### config.mk
export PLATFORM = sky130hd
export DESIGN_NAME = lcr_link_cap
export DESIGN_NICKNAME = d
export VERILOG_FILES = /design/src/lcr_pkg.sv /design/src/lcr_link_cap.sv
export VERILOG_INCLUDE_DIRS = /design/src
export SDC_FILE = /design/constraint.sdc
export NUM_CORES = 1
export LEC_CHECK = 0
export BUFFER_PORTS_ARGS = -buffer_cell sky130_fd_sc_hd__buf_4
export CORE_MARGIN = 3
export CORE_UTILIZATION = 34
export DETAILED_ROUTE_END_ITERATION = 6
export HOLD_SLACK_MARGIN = 0.05
export PLACE_DENSITY = 0.56
export SYNTH_ARGS = -nofsm -noshare
export SYNTH_HDL_FRONTEND = slang
export SYNTH_SLANG_ARGS = --single-unit
### constraint.sdc
create_clock -name ref_clk -period 2.5 [get_ports ref_clk]
set_clock_uncertainty 0.15 [all_clocks]
set_input_delay 0.25 -clock ref_clk [delete_from_list [all_inputs] [get_ports ref_clk]]
set_output_delay 0.25 -clock ref_clk [all_outputs]
set_load 0.05 [all_outputs]
### src/lcr_map.svh
`ifndef LCR_MAP_SVH
`define LCR_MAP_SVH

// Register byte addresses
`define LCR_LINK_CAP_ADDR    12'h04C
`define LCR_CAP_CTRL_ADDR    12'h080

// Link capabilities field positions
`define LCR_SPEED_LSB        0
`define LCR_WIDTH_LSB        4
`define LCR_LOWPWR_LSB       10
`define LCR_SHALLOW_LSB      12
`define LCR_DEEP_LSB         15
`define LCR_REFCLK_BIT       18
`define LCR_SDOWN_BIT        19
`define LCR_DLACT_BIT        20
`define LCR_BWN_BIT          21
`define LCR_PORT_NUMBER_FIELD_LSB      24

// Control register bit positions
`define LCR_COMCLK_BIT       0
`define LCR_UNLOCK_BIT       1

// Reset and fixed values
`define LCR_SPEED_RST        4'h1
`define LCR_LOWPWR_VAL       2'h3
`define LCR_SHALLOW_SEP      3'h5
`define LCR_SHALLOW_COM      3'h3
`define LCR_DEEP_RST         3'h2
`define LCR_REFCLK_RST       1'h0
`define LCR_WIDTH_X1         6'h01

// Strap settling: synchroniser depth before defaults load
`define LCR_INIT_CYCLES      2'h2

`endif

### src/lcr_pkg.sv
package lcr_pkg;

   // Power-up sequence
   typedef enum logic [0:0] {
      LCR_INIT = 1'b0,
      LCR_RUN  = 1'b1
   } lcr_state_t;

   // Whole register state of the block
   typedef struct packed {
      lcr_state_t  state;
      logic [1:0]  init_cnt;
      logic [15:0] strap_meta;   // first sync stage
      logic [15:0] strap_sync;   // second sync stage
      logic [3:0]  speed;
      logic [5:0]  width;
      logic [2:0]  deep_lat;
      logic        refclk_rm;
      logic        sdown;
      logic        dl_active;
      logic        bw_notify;
      logic        com_clk;
      logic        unlock;
      logic [31:0] prdata;
      logic        pslverr;
   } lcr_regs_t;

endpackage : lcr_pkg

### src/lcr_link_cap.sv
`timescale 1ns/1ps
`include "lcr_map.svh"
// Summary of operation
// - Bits 3:0 hold the supported link speed, 1 for 2.5 Gbps, 2 for 5 Gbps, reset value 0x1.
// - Bits 9:4 hold the maximum link width, valid codes 1, 2, 4, 8, 12, 16 and 32.
// - A reserved or invalid width code makes the link train as a single lane.
// - The width field starts at the physical port width and software may lower it.
// - Bits 11:10 are read-only 0x3, both low-power link states supported.
// - Bits 14:12 read 0x5 with separate reference clocks and 0x3 with a common clock.
// - Bits 17:15 give the deep low-power exit latency, reset value 0x2.
// - Bit 18 resets to 0, reference clock removal not tolerated.
// - Bit 19, surprise-down reporting, defaults to 0 upstream and 1 downstream.
// - Bit 20, link-active reporting, defaults to 1 downstream and stays 0 upstream.
// - Bit 21, bandwidth notification, defaults to 1 downstream and stays 0 upstream.
// - In the older revision mode bit 21 defaults to 0 on every port.
// - Bits 31:24 return the port number, read-only.
// - The common clock control bit selects the common-clock latency code.
module lcr_link_cap (
   input  wire logic        ref_clk,        // Configuration clock
   input  wire logic        rst_n,          // Synchronous reset, active low
   input  wire logic        psel,           // APB select
   input  wire logic        penable,        // APB access phase
   input  wire logic        pwrite,         // APB write
   input  wire logic [11:0] paddr,          // APB byte address
   input  wire logic [31:0] pwdata,         // APB write data
   output logic      [31:0] prdata,         // APB read data
   output logic             pready,         // APB ready
   output logic             pslverr,        // APB error
   input  wire logic        upstream_pin,   // Strap: port is upstream
   input  wire logic        legacy_rev_pin, // Strap: older revision mode
   input  wire logic  [5:0] phys_width_pin, // Strap: physical lane count
   input  wire logic  [7:0] port_num_pin,   // Strap: port number
   output logic       [3:0] link_speed,     // Speed code used for training
   output logic       [5:0] train_width,    // Lane count used for training
   output logic             common_clock    // Common clock configuration
);
   import lcr_pkg::*;

   lcr_regs_t r_reg;
   lcr_regs_t r_next;

   logic        up_s;
   logic        legacy_s;
   logic [5:0]  phys_s;
   logic [7:0]  port_number_field_s;
   logic        setup;
   logic        access;
   logic        hit_cap;
   logic        hit_ctrl;
   logic [5:0]  wr_width;
   logic [31:0] cap_word;
   logic [31:0] ctrl_word;

   // Settled strap values, read only from the second stage
   assign up_s      = r_reg.strap_sync[15];
   assign legacy_s  = r_reg.strap_sync[14];
   assign phys_s    = r_reg.strap_sync[13:8];
   assign port_number_field_s = r_reg.strap_sync[7:0];

   // Bus phase decode; no answer until defaults are loaded
   assign setup    = psel & ~penable;
   assign access   = psel & penable & (r_reg.state == LCR_RUN);
   assign hit_cap  = (paddr == `LCR_LINK_CAP_ADDR);
   assign hit_ctrl = (paddr == `LCR_CAP_CTRL_ADDR);
   assign wr_width = pwdata[`LCR_WIDTH_LSB +: 6];

   // Width check: reserved codes fall back to one lane
   function automatic logic width_valid(input logic [5:0] w);
      width_valid = (w == 6'h01) || (w == 6'h02) || (w == 6'h04) ||
                    (w == 6'h08) || (w == 6'h0C) || (w == 6'h10) ||
                    (w == 6'h20);
   endfunction : width_valid

   // Assembled capability word
   always_comb begin
      cap_word = 32'h0000_0000;
      cap_word[`LCR_SPEED_LSB +: 4]   = r_reg.speed;
      cap_word[`LCR_WIDTH_LSB +: 6]   = r_reg.width;
      cap_word[`LCR_LOWPWR_LSB +: 2]  = `LCR_LOWPWR_VAL;
      cap_word[`LCR_SHALLOW_LSB +: 3] = r_reg.com_clk ? `LCR_SHALLOW_COM
                                                   : `LCR_SHALLOW_SEP;
      cap_word[`LCR_DEEP_LSB +: 3]    = r_reg.deep_lat;
      cap_word[`LCR_REFCLK_BIT]       = r_reg.refclk_rm;
      cap_word[`LCR_SDOWN_BIT]        = r_reg.sdown;
      cap_word[`LCR_DLACT_BIT]        = r_reg.dl_active;
      cap_word[`LCR_BWN_BIT]          = r_reg.bw_notify;
      cap_word[`LCR_PORT_NUMBER_FIELD_LSB +: 8] = port_number_field_s;
   end

   // Control word
   always_comb begin
      ctrl_word = 32'h0000_0000;
      ctrl_word[`LCR_COMCLK_BIT] = r_reg.com_clk;
      ctrl_word[`LCR_UNLOCK_BIT] = r_reg.unlock;
   end

   // Next state
   always_comb begin
      r_next = r_reg;
      r_next.strap_meta = {upstream_pin, legacy_rev_pin, phys_width_pin, port_num_pin};
      r_next.strap_sync = r_reg.strap_meta;
      unique case (r_reg.state)
         LCR_INIT: begin
            // Wait for the straps to clear the synchroniser
            if (r_reg.init_cnt == `LCR_INIT_CYCLES) begin
               r_next.state     = LCR_RUN;
               r_next.width     = phys_s;
               r_next.sdown     = ~up_s;
               r_next.dl_active = ~up_s;
               r_next.bw_notify = ~up_s & ~legacy_s;
            end else begin
               r_next.init_cnt = r_reg.init_cnt + 2'h1;
            end
         end
         LCR_RUN: begin
            // Read data latched in setup, held through access
            if (setup) begin
               r_next.prdata  = hit_cap ? cap_word : (hit_ctrl ? ctrl_word : 32'h0000_0000);
               r_next.pslverr = ~(hit_cap | hit_ctrl);
            end
            if (access && pwrite && hit_cap && r_reg.unlock) begin
               r_next.speed     = pwdata[`LCR_SPEED_LSB +: 4];
               r_next.width     = wr_width;
               r_next.deep_lat  = pwdata[`LCR_DEEP_LSB +: 3];
               r_next.refclk_rm = pwdata[`LCR_REFCLK_BIT];
               r_next.sdown     = pwdata[`LCR_SDOWN_BIT];
               // Upstream port never advertises these two
               r_next.dl_active = pwdata[`LCR_DLACT_BIT] & ~up_s;
               r_next.bw_notify = pwdata[`LCR_BWN_BIT] & ~up_s;
            end
            if (access && pwrite && hit_ctrl) begin
               r_next.com_clk = pwdata[`LCR_COMCLK_BIT];
               r_next.unlock = pwdata[`LCR_UNLOCK_BIT];
            end
         end
      endcase
   end

   // State register; reset loads constants only, straps come later
   always_ff @(posedge ref_clk) begin
      if (!rst_n) begin
         r_reg.state      <= LCR_INIT;
         r_reg.init_cnt   <= 2'h0;
         r_reg.strap_meta <= 16'h0000;
         r_reg.strap_sync <= 16'h0000;
         r_reg.speed      <= `LCR_SPEED_RST;
         r_reg.width      <= `LCR_WIDTH_X1;
         r_reg.deep_lat   <= `LCR_DEEP_RST;
         r_reg.refclk_rm  <= `LCR_REFCLK_RST;
         r_reg.sdown      <= 1'b0;
         r_reg.dl_active  <= 1'b0;
         r_reg.bw_notify  <= 1'b0;
         r_reg.com_clk    <= 1'b0;
         r_reg.unlock     <= 1'b0;
         r_reg.prdata     <= 32'h0000_0000;
         r_reg.pslverr    <= 1'b0;
      end else begin
         r_reg <= r_next;
      end
   end

   // Bus outputs
   assign pready  = access;
   assign prdata  = r_reg.prdata;
   assign pslverr = access & r_reg.pslverr;

   // Training controls; a bad code or a widening write is clamped
   assign link_speed   = r_reg.speed;
   assign common_clock = r_reg.com_clk;
   assign train_width  = !width_valid(r_reg.width) ? `LCR_WIDTH_X1 :
                         (r_reg.width > phys_s) ? phys_s : r_reg.width;

endmodule : lcr_link_cap

==> flow_metrics.py <==
metrics = {
    "critical_path": {
        "crit_path_start_kind": "flip-flop",
        "path_cells": "inv_1, ha_4, nand2b_1, a21oi_2, o32ai_4, buf_6, mux2i_1, nor2_2, buf_6",
        "r2r_end": "cap_word[7]$_SDFFE_PN0P_",
        "path_buf_inv": 3,
        "crit_type": "reg2out",
        "cpMaxStageDelayCell": "dfxtp_2",
        "r2r_slack_ps": 630,
        "endpoint_kind": "output pin",
        "worstReg2RegStart": "r_reg[86]$_SDFF_PN0_",
        "worst_ep_required_time_ps": 2100,
        "crit_top_cell": "buf_6",
        "worstRegToRegCells": 6,
        "crit_arrival_ps": 2090,
        "cp_top_family": "buffers and inverters",
        "critical_path.max_fanout": 7,
        "cpPeakStageDelay_ps": 350,
    },
    "cells_and_area": {
        "drive_above_1_share": 0.367,
        "top_register": "prdata",
        "fin_area_um2": 4700,
        "multiInputGateArea_um2": 1460,
        "layout_commonest_cell": "buf_4",
        "syn2layout_area_growth_pct": 36.7,
        "nets": 531,
        "largest_reg_flops": 28,
        "layout_common_cells": "99 x buf_4, 75 x dfxtp_1, 38 x nor2_1, 34 x and2_1, 30 x a22oi_1",
        "antenna_cells": 0,
        "register_area_um2": 1670,
        "fill_cells": 963,
        "fin_util": 0.479,
    },
    "timing": {
        "fin_ws_ps": 5.18,
        "finalCriticalPeriod_ps": 2490,
        "setup_viol": 0,
        "max_freq_ghz": 0.401,
        "rsz0062_at_grt": "true",
        "maxSlewHeadroom": 0.595,
        "finalCritPeriodShare": 0.998,
        "timing.final.hold_violations": 0,
        "slew_violations": 0,
        "tightest_slew_ps": 607,
    },
    "pwr": {
        "vdd_drop_max_mv": 0.269,
        "power_switching_mw": 0.854,
        "p_int_mw": 2.16,
        "power_mw": 3.01,
        "pwr-share-seq": 0.475,
        "power_density_nw_per_um2": 641,
        "p_leak_nw": 1.98,
        "clkPwrFrac": 0.306,
        "pwr-share-comb": 0.218,
        "p_sw_frac": 0.283,
    },
    "global_routing": {
        "grt_pass1_wl_mm": 13.3,
        "track_usage": 0.145,
        "grt_pass1_vias": 2671,
        "antenna_found_initial": 0,
        "grt_max_degree": 42,
        "grt_overflow": 0,
    },
    "yosys": {
        "ys_types": 41,
        "syn-mean-instance-area_um2": 9.45,
        "syn_area_um2": 3440,
        "synth_seq_cells": 83,
        "synth_cells": 364,
        "synth_edf_count": 0,
        "ys_seq_area_frac": 0.483,
        "ys_warn_count": 0,
        "ys_async_sr_fraction": 0,
        "yosys_most_used_dff": "dfxtp_1",
    },
    "clocking": {
        "htree_levels": 3,
        "path_clk_slew_ps": 80,
        "cts_buffer_depth": 2,
        "cts_tree": "yes",
        "numClockSinks": 83,
        "numCtsBuffers": 9,
        "clk_latency_ps": 340,
        "cts_root_buffer": "clkbuf_8",
    },
    "route": {
        "drt_iter0_markers": 100,
        "viasPerCell": 4.55,
        "wl_per_cell_um": 13.5,
        "vias": 2714,
        "postRouteAntennaNets": 0,
        "drt-pass1-iter-count": 4,
        "drt-total-wl_mm": 8.02,
        "drc": 0,
    },
    "worst_hold_path": {
        "hold_class": "in2reg",
        "holdPathEnd": "cap_word[8]$_SDFFE_PN0P_",
        "hp-start": "pwdata[8]",
        "hold_depth": 3,
    },
    "placed_design": {
        "pre_cts_ws_ps": 200,
        "gp_congestion": 0.827,
        "dp_hpwl_mm": 5.24,
        "numPortBuffers": 92,
        "dpl-instance-area_um2": 4030,
    },
    "floorplan": {
        "die_w_um": 107,
        "core-area_um2": 9820,
        "rows": 36,
        "initial_core_util": 0.350,
        "die_h_um": 107,
        "die_area_um2": 11400,
        "io_pins": 110,
    },
    "status": {
        "status": "completed",
    },
    "flow_run": {
        "maxCapViolCount": 0,
    },
}
-- metrics by stage --
stage / hold WS (ps) / TNS (ps) / instances
floorplan: 222 / 0 / 365
global placement: 264 / 0 / 545
detailed placement: 268 / 0 / 545
CTS: 57.7 / -2.49 / 595
global route: 80.8 / -481 / 596
finish: 64.0 / 0 / 596
-- power by group through the flow --
stage                     sequential [mW]  combinational, mW  clock [mW]
after floorplan                      1.45              0.356           0
after global placement               1.46              0.510           0
after detailed placement             1.46              0.521           0
after CTS                            1.43              0.593       0.957
after global routing                 1.44              0.718        1.01
final                                1.43              0.658       0.922
-- worst max path at each step --
stage                              from              to  slack [ps]  cells after the start
2_1_floorplan  cap_word[7]$_SDFFE_PN0P_  train_width[1]          80                      6
3_3_place_gp       phys_s[3]$_SDFF_PN0_  train_width[0]         220                      9
3_5_place_dp       phys_s[5]$_SDFF_PN0_  train_width[0]         200                      9
4_1_cts            phys_s[2]$_SDFF_PN0_  train_width[0]          -2                      9
5_1_grt            phys_s[3]$_SDFF_PN0_  train_width[1]        -100                      9
6_report           phys_s[1]$_SDFF_PN0_  train_width[1]           5                      9
-- per-layer routing --
layer | GRT usage | share of wire | vias to the layer above
met5 | 0 | 0 | -
met4 | 0.0466 | 0.012 | 0
met3 | 0.0334 | 0.049 | 9
met2 | 0.235 | 0.47 | 63
met1 | 0.191 | 0.47 | 1257
li1 | - | - | 1385
-- cells by family (layout without fill, tap and decap cells) --
logic type,count (synthesis),after routing,share of synthesized area
and+or+nand+nor,137,137,0.213
xor gates and xnor gates,1,1,0.00255
adders and majority gates,7,7,0.0255
muxes,7,7,0.0204
buffers and inverters,66,164,0.124
AOI/OAI and AO/OA,62,62,0.131
DFF,83,83,0.483
other,1,2,0.00109
-- cells in the mapped netlist (all sizes together), types with 3 or more instances --
| cell type | n | area [um^2] |
|---|---|---|
| o21ai | 4 | 20.0 |
| nand4 | 5 | 37.5 |
| buf | 42 | 337 |
| nor3 | 3 | 15.0 |
| ha | 7 | 87.6 |
| dfxtp | 83 | 1660 |
| mux2i | 7 | 70.1 |
| clkbuf | 13 | 48.8 |
| nand2 | 23 | 101 |
| and2 | 34 | 213 |
| a21oi | 18 | 120 |
| a22oi | 30 | 225 |
| nand3 | 12 | 60.1 |
| inv | 11 | 41.3 |
| nor2 | 45 | 185 |
| a31oi | 3 | 18.8 |
-- repair_timing --
action	CTS	global route
setup buffers	6	1
pin swaps	6	6
resized for setup	20	12
endpoints found under the setup margin	6	6
endpoints found under the hold margin	31	0
hold buffers	29	0
-- worst min-delay path, cell delays in order --
cell	delay (ps)
buf_4	80
a22oi_1	70
a21oi_1	120
-- area by class of cell --
class	instances	share of cell area
clock buffer	10	0.0272
tap	133	0.0354
timing repair buffer	138	0.249
multi-input combinational	216	0.311
clock inverter	5	0.0117
inverter	11	0.00879
sequential	83	0.356
Note: power is estimated with default switching activity, not from simulation.
